### src/bet_pkg.sv
// Constants, register map and shared types for the burst, echo and timing control block
package bet_pkg;

	// System clock period and the time units that the counters are built on
	localparam int CLK_PERIOD_NS   = 100;
	localparam int TICK_1US_NS     = 1000;
	localparam int TICK_2US_NS     = 2000;
	localparam int TICK_16US_NS    = 16000;
	localparam int FAULT_SHORT_NS  = 1000;
	localparam int FAULT_LONG_NS   = 2000;

	// Cycle counts, least times rounded up
	localparam int CYC_1US         = (TICK_1US_NS + CLK_PERIOD_NS - 1) / CLK_PERIOD_NS;
	localparam int CYC_2US         = (TICK_2US_NS + CLK_PERIOD_NS - 1) / CLK_PERIOD_NS;
	localparam int CYC_16US        = (TICK_16US_NS + CLK_PERIOD_NS - 1) / CLK_PERIOD_NS;
	localparam int CYC_FAULT_SHORT = (FAULT_SHORT_NS + CLK_PERIOD_NS - 1) / CLK_PERIOD_NS;
	localparam int CYC_FAULT_LONG  = (FAULT_LONG_NS + CLK_PERIOD_NS - 1) / CLK_PERIOD_NS;

	// Register offsets
	localparam logic [7:0] ADDR_ON_FIRST_HI    = 8'ha6;
	localparam logic [7:0] ADDR_ON_FIRST_LO    = 8'ha7;
	localparam logic [7:0] ADDR_OFF_FIRST_HI   = 8'ha9;
	localparam logic [7:0] ADDR_OFF_FIRST_LO   = 8'haa;
	localparam logic [7:0] ADDR_ON_SECOND_HI   = 8'hab;
	localparam logic [7:0] ADDR_ON_SECOND_LO   = 8'hac;
	localparam logic [7:0] ADDR_OFF_SECOND_HI  = 8'had;
	localparam logic [7:0] ADDR_OFF_SECOND_LO  = 8'hae;
	localparam logic [7:0] ADDR_PULSE_FIRST    = 8'haf;
	localparam logic [7:0] ADDR_PULSE_SECOND   = 8'hb1;
	localparam logic [7:0] ADDR_DEAD_TIME      = 8'hb2;
	localparam logic [7:0] ADDR_BURST_MODE     = 8'hb3;
	localparam logic [7:0] ADDR_SAT_DEGLITCH   = 8'hb5;
	localparam logic [7:0] ADDR_SAT_TIME       = 8'hb6;
	localparam logic [7:0] ADDR_RX_FAULT_CTRL  = 8'hb7;
	localparam logic [7:0] ADDR_BLANKING       = 8'hb9;
	localparam logic [7:0] ADDR_TIMER_HI       = 8'hba;
	localparam logic [7:0] ADDR_TIMER_LO       = 8'hbb;
	localparam logic [7:0] ADDR_STATUS_SECOND  = 8'hc2;
	localparam logic [7:0] ADDR_ENABLE_CTRL    = 8'hc8;

	// Register reset value
	localparam logic [7:0] REG_RESET           = 8'h00;

	// Receive and fault control fields
	localparam int CTL_SAT_SEL_LSB  = 0;
	localparam int CTL_GAIN_LSB     = 2;
	localparam int CTL_FAULT_EN     = 4;
	localparam int CTL_FAULT_TSEL   = 5;

	// Enable control fields
	localparam int EN_BURST         = 0;
	localparam int EN_ECHO          = 1;
	localparam int EN_SAT           = 2;
	localparam int EN_CAPTURE       = 3;

	// Second status fields
	localparam int STAT_SAT_DONE    = 0;
	localparam int STAT_FAULT_FIRST = 1;

	// Burst configurations
	typedef enum logic [2:0] {
		MODE_FIRST_ONLY  = 3'h0,
		MODE_SECOND_ONLY = 3'h1,
		MODE_PUSH_PULL   = 3'h2,
		MODE_PARALLEL    = 3'h3,
		MODE_SEQUENCE    = 3'h4
	} bet_mode_type;

	// Processor special-function register access
	typedef struct packed {
		logic [7:0] addr;
		logic [7:0] wdata;
		logic       wr;
		logic       rd;
	} bet_sfr_req_type;

	// Timing of one drive channel
	typedef struct packed {
		logic [5:0]  count;
		logic [15:0] on_time;
		logic [15:0] off_time;
		logic [7:0]  dead;
	} bet_pulse_cfg_type;

endpackage

### src/bet_pulser.sv
// Pulse train generator for one low-side drive output
`timescale 1ns/1ns
module bet_pulser import bet_pkg::*; (
	input  wire logic              clk,
	input  wire logic              rst,
	input  wire logic              start,
	input  wire bet_pulse_cfg_type cfg,
	output logic                   drive,
	output logic                   busy
);

	typedef enum logic [1:0] {
		PULSE_IDLE = 2'b00,
		PULSE_HIGH = 2'b01,
		PULSE_LOW  = 2'b10
	} bet_pulse_phase_type;

	typedef struct packed {
		bet_pulse_phase_type phase;
		logic [5:0]          left;
		logic [16:0]         timer;
		logic                drive;
	} bet_pulser_state_type;

	bet_pulser_state_type st;
	bet_pulser_state_type next_st;
	logic [16:0]          high_len;
	logic [16:0]          low_len;
	logic [16:0]          low_load;

	// Dead time comes off the end of the high interval and lengthens the low one
	assign high_len = (cfg.on_time > 16'(cfg.dead)) ?
		17'(cfg.on_time - 16'(cfg.dead)) : 17'h00000;
	assign low_len  = 17'(cfg.off_time) + 17'(cfg.dead);
	assign low_load = (low_len == 17'h00000) ? 17'h00000 : low_len - 17'h00001;

	always_comb begin
		next_st = st;
		unique case (st.phase)
			PULSE_IDLE: begin
				next_st.drive = 1'b0;
				if (start && cfg.count != 6'h00) begin
					next_st.left = cfg.count;
					if (high_len != 17'h00000) begin
						next_st.phase = PULSE_HIGH;
						next_st.timer = high_len - 17'h00001;
						next_st.drive = 1'b1;
					end else begin
						next_st.phase = PULSE_LOW;
						next_st.timer = low_load;
					end
				end
			end
			PULSE_HIGH: begin
				if (st.timer == 17'h00000) begin
					next_st.phase = PULSE_LOW;
					next_st.timer = low_load;
					next_st.drive = 1'b0;
				end else begin
					next_st.timer = st.timer - 17'h00001;
				end
			end
			PULSE_LOW: begin
				if (st.timer != 17'h00000) begin
					next_st.timer = st.timer - 17'h00001;
				end else if (st.left == 6'h01) begin
					next_st.phase = PULSE_IDLE;
				end else begin
					next_st.left = st.left - 6'h01;
					if (high_len != 17'h00000) begin
						next_st.phase = PULSE_HIGH;
						next_st.timer = high_len - 17'h00001;
						next_st.drive = 1'b1;
					end else begin
						next_st.timer = low_load;
					end
				end
			end
			default: begin
				next_st.phase = PULSE_IDLE;
				next_st.drive = 1'b0;
			end
		endcase
	end

	always_ff @(posedge clk or posedge rst) begin
		if (rst) begin
			st <= '0;
		end else begin
			st <= next_st;
		end
	end

	assign drive = st.drive;
	assign busy  = (st.phase != PULSE_IDLE);

endmodule

### src/bet_burst_echo_timing.sv
// Burst, saturation, driver fault, blanking and free-running timer control
`timescale 1ns/1ns
module bet_burst_echo_timing import bet_pkg::*; (
	input  wire logic            clk,
	input  wire logic            rst,
	input  wire bet_sfr_req_type sfr_req,
	output logic [7:0]           sfr_rdata,
	input  wire logic            limiter_envelope_pin,
	input  wire logic [1:0]      gate_above_limit,
	input  wire logic [1:0]      drain_above_limit,
	output logic                 drive_output_first,
	output logic                 drive_output_second,
	output logic [1:0]           saturation_threshold_sel,
	output logic [1:0]           amp_gain_sel,
	output logic                 fifo_fill_enable,
	output logic                 burst_active
);

	typedef enum logic [1:0] {
		BURST_IDLE = 2'b00,
		BURST_WAIT = 2'b01,
		BURST_RUN  = 2'b10
	} bet_burst_phase_type;

	typedef struct packed {
		bet_burst_phase_type phase;
		logic [15:0]         wait_cnt;
		logic                wait_first;
		logic [1:0]          start;
		logic [5:0]          cnt_first;
		logic [5:0]          cnt_second;
		logic [7:0]          dead;
		logic [2:0]          mode;
		logic [7:0]          deglitch;
		logic [7:0]          ctl;
		logic [7:0]          blank;
		logic [15:0]         on_first;
		logic [15:0]         off_first;
		logic [15:0]         on_second;
		logic [15:0]         off_second;
		logic                sat_run;
		logic                sat_done;
		logic [7:0]          sat_pre;
		logic [7:0]          sat_cnt;
		logic [7:0]          sat_time;
		logic [4:0]          deg_pre;
		logic [7:0]          deg_cnt;
		logic                echo_run;
		logic                fill;
		logic [7:0]          blank_pre;
		logic [7:0]          blank_cnt;
		logic [3:0]          frt_pre;
		logic [15:0]         running_timer_shadow;
		logic [15:0]         shadow;
		logic [1:0][4:0]     flt_cnt;
		logic [1:0]          fault;
		logic [4:0]          sync1;
		logic [4:0]          sync2;
		logic [7:0]          rdata;
	} bet_state_type;

	bet_state_type     st;
	bet_state_type     next_st;
	bet_pulse_cfg_type pulse_cfg [2];
	logic [1:0]        busy;
	logic [1:0]        drive;
	logic              below;
	logic [1:0]        gate_high;
	logic [1:0]        drain_high;
	logic [4:0]        flt_limit;

	// Second stage only; first stage feeds nothing else
	assign below      = st.sync2[4];
	assign drain_high = st.sync2[3:2];
	assign gate_high  = st.sync2[1:0];
	assign flt_limit  = st.ctl[CTL_FAULT_TSEL] ?
		5'(CYC_FAULT_LONG - 1) : 5'(CYC_FAULT_SHORT - 1);

	assign pulse_cfg[0] = {st.cnt_first, st.on_first, st.off_first, st.dead};
	assign pulse_cfg[1] = {st.cnt_second, st.on_second, st.off_second, st.dead};

	// Timing is read live, so rewriting it mid-burst bends the running pulse train
	for (genvar i = 0; i < 2; i++) begin : g_chan
		bet_pulser u_pulser (
			.clk   (clk),
			.rst   (rst),
			.start (st.start[i]),
			.cfg   (pulse_cfg[i]),
			.drive (drive[i]),
			.busy  (busy[i])
		);
	end

	always_comb begin
		logic [1:0] fault_set;
		logic [1:0] fault_clr;
		logic       sat_set;
		logic       sat_clr;
		fault_set = 2'b00;
		fault_clr = 2'b00;
		sat_set   = 1'b0;
		sat_clr   = 1'b0;
		next_st       = st;
		next_st.start = 2'b00;
		next_st.sync1 = {limiter_envelope_pin, drain_above_limit, gate_above_limit};
		next_st.sync2 = st.sync1;

		// Free-running microsecond timer
		if (st.frt_pre == 4'(CYC_1US - 1)) begin
			next_st.frt_pre = 4'h0;
			next_st.running_timer_shadow     = st.running_timer_shadow + 16'h0001;
		end else begin
			next_st.frt_pre = st.frt_pre + 4'h1;
		end

		// Burst sequencing across the two channels
		unique case (st.phase)
			BURST_IDLE: begin
				next_st.wait_first = 1'b0;
			end
			BURST_WAIT: begin
				if (st.wait_cnt != 16'h0000) begin
					next_st.wait_cnt = st.wait_cnt - 16'h0001;
				end else if (!st.wait_first || !busy[0]) begin
					next_st.start[1] = 1'b1;
					next_st.phase    = BURST_RUN;
				end
			end
			BURST_RUN: begin
				if (st.start == 2'b00 && busy == 2'b00) begin
					next_st.phase = BURST_IDLE;
				end
			end
			default: begin
				next_st.phase = BURST_IDLE;
			end
		endcase

		// Saturation measurement
		if (st.sat_run) begin
			if (st.sat_pre == 8'(CYC_16US - 1)) begin
				next_st.sat_pre = 8'h00;
				if (st.sat_cnt != 8'hff) begin
					next_st.sat_cnt = st.sat_cnt + 8'h01;
				end
			end else begin
				next_st.sat_pre = st.sat_pre + 8'h01;
			end
			// A rise above threshold restarts the deglitch, so ringing cannot end it early
			if (below) begin
				if (st.deg_cnt >= st.deglitch) begin
					sat_set          = 1'b1;
					next_st.sat_time = st.sat_cnt;
					next_st.sat_run  = 1'b0;
				end else if (st.deg_pre == 5'(CYC_2US - 1)) begin
					next_st.deg_pre = 5'h00;
					next_st.deg_cnt = st.deg_cnt + 8'h01;
				end else begin
					next_st.deg_pre = st.deg_pre + 5'h01;
				end
			end else begin
				next_st.deg_pre = 5'h00;
				next_st.deg_cnt = 8'h00;
			end
		end

		// Echo blanking
		if (st.echo_run && !st.fill) begin
			if (st.blank_cnt >= st.blank) begin
				next_st.fill = 1'b1;
			end else if (st.blank_pre == 8'(CYC_16US - 1)) begin
				next_st.blank_pre = 8'h00;
				next_st.blank_cnt = st.blank_cnt + 8'h01;
			end else begin
				next_st.blank_pre = st.blank_pre + 8'h01;
			end
		end

		// Driver fault qualification per channel
		for (int i = 0; i < 2; i++) begin
			if (st.ctl[CTL_FAULT_EN] && gate_high[i] && drain_high[i]) begin
				if (st.flt_cnt[i] == flt_limit) begin
					fault_set[i] = 1'b1;
				end else begin
					next_st.flt_cnt[i] = st.flt_cnt[i] + 5'h01;
				end
			end else begin
				next_st.flt_cnt[i] = 5'h00;
			end
		end

		// Register writes
		if (sfr_req.wr) begin
			case (sfr_req.addr)
				ADDR_ON_FIRST_HI:   next_st.on_first[15:8]   = sfr_req.wdata;
				ADDR_ON_FIRST_LO:   next_st.on_first[7:0]    = sfr_req.wdata;
				ADDR_OFF_FIRST_HI:  next_st.off_first[15:8]  = sfr_req.wdata;
				ADDR_OFF_FIRST_LO:  next_st.off_first[7:0]   = sfr_req.wdata;
				ADDR_ON_SECOND_HI:  next_st.on_second[15:8]  = sfr_req.wdata;
				ADDR_ON_SECOND_LO:  next_st.on_second[7:0]   = sfr_req.wdata;
				ADDR_OFF_SECOND_HI: next_st.off_second[15:8] = sfr_req.wdata;
				ADDR_OFF_SECOND_LO: next_st.off_second[7:0]  = sfr_req.wdata;
				ADDR_PULSE_FIRST:   next_st.cnt_first        = sfr_req.wdata[5:0];
				ADDR_PULSE_SECOND:  next_st.cnt_second       = sfr_req.wdata[5:0];
				ADDR_DEAD_TIME:     next_st.dead             = sfr_req.wdata;
				ADDR_BURST_MODE:    next_st.mode             = sfr_req.wdata[2:0];
				ADDR_SAT_DEGLITCH:  next_st.deglitch         = sfr_req.wdata;
				ADDR_RX_FAULT_CTRL: next_st.ctl              = {2'b00, sfr_req.wdata[5:0]};
				ADDR_BLANKING:      next_st.blank            = sfr_req.wdata;
				ADDR_STATUS_SECOND: begin
					sat_clr   = sfr_req.wdata[STAT_SAT_DONE];
					fault_clr = sfr_req.wdata[STAT_FAULT_FIRST +: 2];
				end
				ADDR_ENABLE_CTRL: begin
					// A start while a burst runs is dropped rather than restarting mid-pulse
					if (sfr_req.wdata[EN_BURST] && st.phase == BURST_IDLE) begin
						unique case (st.mode)
							MODE_FIRST_ONLY: begin
								next_st.start = 2'b01;
								next_st.phase = BURST_RUN;
							end
							MODE_SECOND_ONLY: begin
								next_st.start = 2'b10;
								next_st.phase = BURST_RUN;
							end
							MODE_PARALLEL: begin
								next_st.start = 2'b11;
								next_st.phase = BURST_RUN;
							end
							MODE_PUSH_PULL: begin
								// Second starts one on time after the first, a dead time after the first high interval ends
								next_st.start    = 2'b01;
								next_st.phase    = BURST_WAIT;
								next_st.wait_cnt = (st.on_first == 16'h0000) ?
									16'h0000 : st.on_first - 16'h0001;
							end
							MODE_SEQUENCE: begin
								next_st.start      = 2'b01;
								next_st.phase      = BURST_WAIT;
								next_st.wait_cnt   = 16'h0001;
								next_st.wait_first = 1'b1;
							end
							default: begin
								next_st.phase = BURST_IDLE;
							end
						endcase
					end
					if (sfr_req.wdata[EN_ECHO]) begin
						if (!st.echo_run) begin
							next_st.echo_run  = 1'b1;
							next_st.fill      = 1'b0;
							next_st.blank_pre = 8'h00;
							next_st.blank_cnt = 8'h00;
						end
					end else begin
						next_st.echo_run = 1'b0;
						next_st.fill     = 1'b0;
					end
					if (sfr_req.wdata[EN_SAT]) begin
						next_st.sat_run = 1'b1;
						next_st.sat_pre = 8'h00;
						next_st.sat_cnt = 8'h00;
						next_st.deg_pre = 5'h00;
						next_st.deg_cnt = 8'h00;
						sat_clr         = 1'b1;
						sat_set         = 1'b0;
					end else begin
						next_st.sat_run = 1'b0;
					end
					if (sfr_req.wdata[EN_CAPTURE]) begin
						next_st.shadow = st.running_timer_shadow;
					end
				end
				default: begin
					next_st.rdata = st.rdata;
				end
			endcase
		end

		// Hardware set wins over a status clear in the same cycle; a saturation enable write clears sat_done outright
		next_st.sat_done = (st.sat_done & ~sat_clr) | sat_set;
		next_st.fault    = (st.fault & ~fault_clr) | fault_set;

		// Registered read data, zero for unmapped offsets
		if (sfr_req.rd) begin
			case (sfr_req.addr)
				ADDR_ON_FIRST_HI:   next_st.rdata = st.on_first[15:8];
				ADDR_ON_FIRST_LO:   next_st.rdata = st.on_first[7:0];
				ADDR_OFF_FIRST_HI:  next_st.rdata = st.off_first[15:8];
				ADDR_OFF_FIRST_LO:  next_st.rdata = st.off_first[7:0];
				ADDR_ON_SECOND_HI:  next_st.rdata = st.on_second[15:8];
				ADDR_ON_SECOND_LO:  next_st.rdata = st.on_second[7:0];
				ADDR_OFF_SECOND_HI: next_st.rdata = st.off_second[15:8];
				ADDR_OFF_SECOND_LO: next_st.rdata = st.off_second[7:0];
				ADDR_PULSE_FIRST:   next_st.rdata = {2'b00, st.cnt_first};
				ADDR_PULSE_SECOND:  next_st.rdata = {2'b00, st.cnt_second};
				ADDR_DEAD_TIME:     next_st.rdata = st.dead;
				ADDR_BURST_MODE:    next_st.rdata = {5'h00, st.mode};
				ADDR_SAT_DEGLITCH:  next_st.rdata = st.deglitch;
				ADDR_SAT_TIME:      next_st.rdata = st.sat_time;
				ADDR_RX_FAULT_CTRL: next_st.rdata = st.ctl;
				ADDR_BLANKING:      next_st.rdata = st.blank;
				ADDR_TIMER_HI:      next_st.rdata = st.shadow[15:8];
				ADDR_TIMER_LO:      next_st.rdata = st.shadow[7:0];
				ADDR_STATUS_SECOND: next_st.rdata = {5'h00, st.fault, st.sat_done};
				ADDR_ENABLE_CTRL:   next_st.rdata = {5'h00, st.sat_run, st.echo_run,
					st.phase != BURST_IDLE};
				default:            next_st.rdata = REG_RESET;
			endcase
		end
	end

	// All fields reset to zero, matching every register reset value
	always_ff @(posedge clk or posedge rst) begin
		if (rst) begin
			st <= '0;
		end else begin
			st <= next_st;
		end
	end

	// Burst start does not check active support; software orders that itself
	assign drive_output_first       = drive[0];
	assign drive_output_second      = drive[1];
	assign saturation_threshold_sel = st.ctl[CTL_SAT_SEL_LSB +: 2];
	assign amp_gain_sel             = st.ctl[CTL_GAIN_LSB +: 2];
	assign fifo_fill_enable         = st.fill;
	assign burst_active             = (st.phase != BURST_IDLE);
	assign sfr_rdata                = st.rdata;

endmodule

### config.mk
export PLATFORM = sky130hd
export DESIGN_NAME = bet_burst_echo_timing
export DESIGN_NICKNAME = d
export VERILOG_FILES = /design/src/bet_pkg.sv /design/src/bet_pulser.sv /design/src/bet_burst_echo_timing.sv
export SDC_FILE = /design/constraint.sdc
export NUM_CORES = 1
export LEC_CHECK = 0
export ABC_AREA = 0
export BUFFER_PORTS_ARGS = -buffer_cell sky130_fd_sc_hd__buf_2
export CAP_MARGIN = 20
export CORE_UTILIZATION = 40
export CTS_CLUSTER_SIZE = 40
export DETAILED_ROUTE_END_ITERATION = 6
export PLACE_DENSITY_LB_ADDON = 0.3
export SETUP_SLACK_MARGIN = 0.15
export SLEW_MARGIN = 20
export SYNTH_ARGS = -nofsm -noshare
export SYNTH_HDL_FRONTEND = slang
export SYNTH_SLANG_ARGS = --single-unit
### constraint.sdc
create_clock -name clk -period 12.4 [get_ports clk]
set_input_delay 0.62 -clock clk [delete_from_list [all_inputs] [get_ports clk]]
set_output_delay 0.62 -clock clk [all_outputs]
set_load 0.05 [all_outputs]
==> results of run 1 <==
cells in the mapped netlist (11+ instances only):
master / n
dfrtp_1: 305
nand2_1: 200
nor2_1: 193
mux2_2: 138
a21oi_1: 121
o21ai_0: 114
xnor2_1: 92
ha_1: 81
inv_1: 80
xor2_1: 78
nand3_1: 77
clkbuf_1: 76
nor3_1: 57
a22oi_1: 38
nand2b_1: 36
nand4_1: 36
a31oi_1: 34
a21o_1: 33
and3_1: 28
o22ai_1: 26
nor4_1: 25
or3_1: 24
nor2b_1: 23
a221oi_1: 22
mux2i_1: 18
or4_1: 17
buf_4: 16
o22a_1: 16
a22o_1: 15
o21ai_1: 15
buf_2: 14
a211oi_1: 13
a31o_2: 13
o31ai_1: 13
and2_1: 11
o21a_1: 11
stage by stage:
stage | setup WS, ns | total power, mW | utilization | hold WS (ns) | cell area, µm²
floorplan | 3.35 | 1.74 | - | 0.331 | 21000
global placement | 7.69 | 1.95 | 0.420 | 0.331 | 21700
detailed placement | 7.56 | 1.96 | 0.420 | 0.336 | 21700
CTS | 7.55 | 3.10 | 0.445 | 0.146 | 22900
global route | 7.11 | 3.24 | 0.445 | 0.148 | 23000
finish | 7.47 | 3.10 | 0.445 | 0.165 | 23000
area by class of cell:
cell class                 count  area share
multi-input combinational   1810       0.547
sequential                   305       0.332
clock buffer                  52      0.0466
tap                          680      0.0371
timing repair buffer          57      0.0148
inverter                      80      0.0134
clock inverter                12     0.00861
layer usage:
metal	share of wire	routed length, µm
met5	0	0
met4	0.037	2340
met3	0.078	4950
met2	0.44	28100
met1	0.44	28200
registers in the layout (all words and copies together), names as in the netlist:
name	cells
sfr_rdata	8
gate_high	2
g_chan.u_pulser.st	50
below	1
pulse_cfg	84
next_st	5
drain_high	2
st	146
saturation_threshold_sel	2
g_chan.u_pulser.drive	2
amp_gain_sel	2
fifo_fill_enable	1
power by group through the flow:
stage          registers, mW  clock network (mW)  logic [mW]
3_3_place_gp            1.10                   0       0.855
5_1_grt                 1.09                1.20       0.961
4_1_cts                 1.08                1.15       0.867
3_5_place_dp            1.10                   0       0.861
6_report                1.09                1.14       0.880
2_1_floorplan           1.08                   0       0.663
logic make-up (layout without fill, tap and decap cells):
family / count (synthesis) / after routing / share of synthesized area
AND/OR/NAND/NOR: 799 / 799 / 0.192
multiplexers: 156 / 156 / 0.0825
flip-flops: 305 / 305 / 0.363
XOR/XNOR: 175 / 175 / 0.0747
adder cells (fa/ha/maj): 85 / 85 / 0.0520
AO/OA/AOI/OAI: 595 / 595 / 0.195
buffers and inverters: 198 / 201 / 0.0402
final timing paths:
check / start / endpoint / slack [ns] / depth (start not counted)
worst max register to register: pulse_cfg[1] / g_chan[0].u_pulser.st[11] / 7.47 / 16
max in group asynchronous: rst / g_chan[1].u_pulser.st[24] / 10.65 / 3
min in group asynchronous: rst / st[65] / 0.21 / 2
worst min register to register: next_st[10] / drain_high[0] / 0.35 / 0
worst min-delay path: limiter_envelope_pin / next_st[12] / 0.17 / 1
worst max-delay path: pulse_cfg[1] / g_chan[0].u_pulser.st[11] / 7.47 / 16
==> results.yml, run 1 <==
setup_path:
  crit_type: "flip-flop to flip-flop"
  cp_max_fo: 17
  path_buf_inv: 2
  critPathMaxStageDelay_ns: 0.67
  crit_family: "compound AO/OA/AOI/OAI gates"
  worstPathArrival_ns: 5.35
  crit_slowest_cell: "a41oi_2"
  critPathLaunchType: "flip-flop"
  crit_path_cell_trace: "inv_1, ha_1, nor2b_1, o2111ai_1, a211oi_1, nor2_1, o21ai_1, buf_4, nand2b_1, ha_1, and2_1, a41oi_2, or2_1, o22ai_1, a32oi_1, o21ai_1"
  required_ns: 12.82
  endpoint_kind: "flip-flop"
timing:
  rsz0062_at_grt: "false"
  worstMarginPinSlew_ns: 1.11
  fin_tns_setup_ns: 0
  setup_viol: 0
  fin_crit_sh: 0.398
  final_max_slew_viol_count: 0
  hold_violations: 0
  period_needed_ns: 4.93
  fmax_ghz: 0.203
  fin_skew_ns: 0.0387
  slew_headroom: 0.254
pwr:
  p_leak_nw: 10.0
  ir_drop_v: 0.000117
  p_comb_frac: 0.284
  pwr-share-clk: 0.366
  seqPwrFrac: 0.350
  switching_power_mw: 1.07
  intPower_mw: 2.03
  switching_share: 0.346
  p_per_area_nw_per_um2: 135
place:
  globalplace.congestion: 0.943
  hpwl_um: 47000
  place_inst: 2932
  io_buffers: 40
clock_network:
  cts_buffer_depth: 3
  ctsRootBufferMaster: "clkbuf_16"
  cts_made_buffers: 36
  cts_resized: 0
  insertion_delay_ns: 0.57
  clk_pin_slew_worst_paths_ns: 0.06
  cts_tree: "done"
  post_cts_buffers: 0
  clkSinkCount: 305
  cts_max_level: 2
  cts_hold_buf: 0
worst_hold_path:
  hold_path_class: "input port to flip-flop"
synthesis:
  ys_seq_area_frac: 0.363
  synth_edf_count: 0
  yosysTopAreaCell: "dfrtp_1"
  yosys_register_bits: 305
  synth_top_area_share: 0.363
  avgSynthCellArea_um2: 9.09
  synth_ff_type: "dfrtp_1"
  netlist_area_um2: 21000
  syn_nets: 2423
  yosysUniqueCellTypes: 104
  ys_warn_count: 0
  netlist_instances: 2313
  synthTopCellsByArea: "dfrtp_1 (36%), mux2_2 (7.4%), ha_1 (4.8%), xnor2_1 (3.8%), nand2_1 (3.6%)"
  async_reset_ff_frac: 1.00
grt:
  busiest_layer: "met2"
  grt_start_max_net_pins: 176
  use_met1: 0.330
  grt.total_usage: 0.238
  grt_pass1_vias: 17500
  antenna_found_initial: 0
  grtUsageMet3: 0.0496
  grt-ovfl-total: 0
  globalRouteMet2Util: 0.362
  grt_first_pass_wirelength_um: 100000
outcome:
  outcome: "complete, but fails checks"
  violations: "DRC"
floorplan:
  pin_count: 41
  fp-row-count: 83
  core_um2: 51600
  start_util: 0.407
  die_area_um2: 53500
  fp.dieH_um: 231
  die_w_um: 231
detailed_routing:
  ant_nets: 0
  drt_wl_total_um: 63600
  drt_iter0_markers: 1791
  drt-vias-per-instance: 6.09
  dr_total_vias: 18200
  drcViolationCount: 4
  wl_per_cell_um: 21.2
  first_pass_iters: 7
finish:
  diodes: 0
  areaGrowthSynthToFinish_pct: 9.23
  final_common_cell: "dfrtp_1"
  drive_above_1_share: 0.139
  fin_nets: 2400
  nFillCells: 4960
  area.sequential_um2: 7630
  multi_input_comb_area_um2: 12600
  layout_common_cells: "dfrtp_1 (305), nand2_1 (200), nor2_1 (193), mux2_2 (138), a21oi_1 (121)"
  finalNonFillerCells: 2996
run:
  max_cap_violations: 0
No activity file was read; power rests on OpenSTA's default activity.
==> run 2, diff against run 1 <==
ABC_AREA = 1   (was 0)
clock period = 4.1 ns   (was 12.4 ns; I/O delays follow)
==> results.yml, run 2 <==
synthesis:
  yosys.cell_count.top_type: "nand2_1"
  netlist_instances: 3291
  yosysUniqueCellTypes: 66
  syn_nets: 3401
  ys_seq_area_frac: 0.341
  yosysTopAreaCell: "dfrtp_1"
  synth_ff_type: "dfrtp_1"
  avgSynthCellArea_um2: 6.79
  synth_common_cells: "nand2_1 (947), inv_1 (478), dfrtp_1 (305), nor2_1 (287), o21ai_0 (252)"
  ys_warn_count: 0
  netlist_area_um2: 22400
  synth_top_area_share: 0.341
  synth_edf_count: 0
  async_reset_ff_frac: 1.00
  yosys_register_bits: 305
  synthTopCellsByArea: "dfrtp_1 (34%), nand2_1 (16%), inv_1 (8.0%), o21ai_0 (5.6%), nand3_1 (5.4%)"
grt:
  antenna_found_initial: 1
  grt-ovfl-total: 0
  grt_start_max_net_pins: 101
  use_met1: 0.325
  grt_first_pass_wirelength_um: 106000
  grtUsageMet3: 0.0335
  globalRouteMet2Util: 0.372
  busiest_layer: "met2"
  grt.total_usage: 0.232
  grt_pass1_vias: 19700
pwr:
  seqPwrFrac: 0.299
  p_comb_frac: 0.416
  p_leak_nw: 12.8
  switching_share: 0.421
  pwr-share-clk: 0.286
  p_per_area_nw_per_um2: 485
  ir_drop_v: 0.000305
  intPower_mw: 6.91
  switching_power_mw: 5.01
clock_network:
  ctsRootBufferMaster: "clkbuf_16"
  post_cts_buffers: 0
  cts_buffer_depth: 3
  insertion_delay_ns: 0.57
  clkSinkCount: 305
  cts_max_level: 2
  cts_made_buffers: 36
  clk_pin_slew_worst_paths_ns: 0.06
  cts_tree: "done"
timing:
  fin_skew_ns: 0.0230
  fmax_ghz: 0.281
  period_needed_ns: 3.56
  rsz0062_at_grt: "false"
  setup_viol: 0
  final_max_slew_viol_count: 0
  worstMarginPinSlew_ns: 1.05
  slew_headroom: 0.295
  fin_crit_sh: 0.867
  hold_violations: 0
  fin_tns_setup_ns: 0
setup_path:
  crit_type: "flip-flop to flip-flop"
  cp_max_fo: 22
  endpoint_kind: "flip-flop"
  worstPathArrival_ns: 3.99
  critPathLaunchType: "flip-flop"
  required_ns: 4.54
finish:
  nFillCells: 5693
  top_register: "st"
  drive_above_1_share: 0.0640
  finalNonFillerCells: 4092
  diodes: 0
  final_common_cell: "nand2_1"
  multi_input_comb_area_um2: 12500
  largest_reg_flops: 146
  fin_util: 0.446
  areaGrowthSynthToFinish_pct: 10.1
  fin_nets: 3429
  layout_common_cells: "nand2_1 (947), inv_1 (477), dfrtp_1 (305), nor2_1 (286), o21ai_0 (252)"
  area.sequential_um2: 7630
floorplan:
  core_um2: 55200
  fp.dieH_um: 238
  die_w_um: 238
  start_util: 0.405
  die_area_um2: 56800
  pin_count: 41
  fp-row-count: 86
run:
  max_cap_violations: 0
detailed_routing:
  wl_per_cell_um: 16.1
  ant_nets: 0
  drt_iter0_markers: 1691
  drt-vias-per-instance: 5.21
  drt_wl_total_um: 65800
  drcViolationCount: 3
  first_pass_iters: 7
  dr_total_vias: 21300
place:
  place_inst: 4022
  io_buffers: 40
  hpwl_um: 49800
  globalplace.congestion: 0.949
worst_hold_path:
  hold_path_class: "input port to flip-flop"
outcome:
  violations: "DRC"
  outcome: "complete, but fails checks"
==> run 2: cell count changes in the layout (fill, tap and decap cells not counted), sizes merged, moves of 24 or more <==
cell    previous run  this run
a22oi             38         0
nand4             39        63
nand2b            36         0
a21o              33         4
nand3             77       258
nor2             195       304
nand2            201       963
or3               25         0
and3              29         1
inv               82       485
xnor2             96        28
mux2             138        10
o21ai            130       279
==> run 2: path summary, 6_finish.rpt <==
path                                                  end  cells past startpoint  slack, ns          from
worst max-delay path             g_chan[1].u_pulser.st[5]                     19       0.54  pulse_cfg[2]
worst min-delay path                     fifo_fill_enable                      3       0.05    sfr_req[3]
worst max register to register   g_chan[1].u_pulser.st[5]                     19       0.54  pulse_cfg[2]
worst min register to register               gate_high[1]                      0       0.34    next_st[9]
max in group asynchronous                          st[25]                      4       2.66           rst
min in group asynchronous       g_chan[1].u_pulser.st[12]                      3       0.39           rst
==> run 2: power by group through the flow <==
stage               Sequential (mW)  Combinational, mW  Clock, mW
global placement               3.60               4.85          0
finish                         3.56               4.96       3.41
CTS                            3.55               4.91       3.47
global route                   3.59               5.57       3.57
floorplan                      3.54               3.84          0
detailed placement             3.60               4.88          0
==> run 2: worst max-delay path, cell delays in order, from the launching register on <==
cell and delay [ns]:
dfrtp_1 0.41, inv_1 0.13, ha_1 0.40, nand2_1 0.11
nor3_1 0.26, nand3_2 0.21, nand2_1 0.12, inv_2 0.20
nand2_1 0.20, nand2_1 0.15, nor2_8 0.19, nand3_4 0.27
inv_4 0.29, nand2_1 0.10, nand3_1 0.09, nand2_1 0.06
nand2_1 0.05, nand2_1 0.05, nand2_1 0.07, nand2_1 0.05
==> run 2: repair_timing <==
item,CTS,global route
endpoints found under the setup margin,0,17
resized for setup,0,2
hold endpoints to repair,34,0
hold buffers,7,0
==> run 2: cell families after synthesis <==
family	share of synthesized area
AO/OA/AOI/OAI	0.129
XOR/XNOR	0.0392
adder cells (fa/ha/maj)	0.0489
buffers and inverters	0.101
flip-flops	0.341
multiplexers	0.00504
AND/OR/NAND/NOR	0.336
==> run 2: cell type report <==
class	count	area share
multi-input cells	2417	0.508
flip-flops and latches	305	0.310
inverters	488	0.0747
clock buffers	52	0.0415
well taps	748	0.0380
repair buffers	71	0.0198
clock inverters	11	0.00819
==> run 2: metal layers <==
metal | routed length, µm | vias up
li1 | - | 10700
met1 | 30300 | 9845
met2 | 29700 | 631
met3 | 4250 | 105
met4 | 1610 | 2
met5 | 12 | -
==> run 2: metrics by stage <==
stage,setup WS (ns),area [µm²],hold slack [ns],power (mW)
2_1_floorplan,-0.162,22400,0.236,7.38
3_3_place_gp,0.407,23300,0.313,8.45
3_5_place_dp,0.368,23300,0.315,8.48
4_1_cts,0.342,24600,0.0164,11.9
5_1_grt,0.181,24600,0.0348,12.7
6_report,0.544,24600,0.0529,11.9
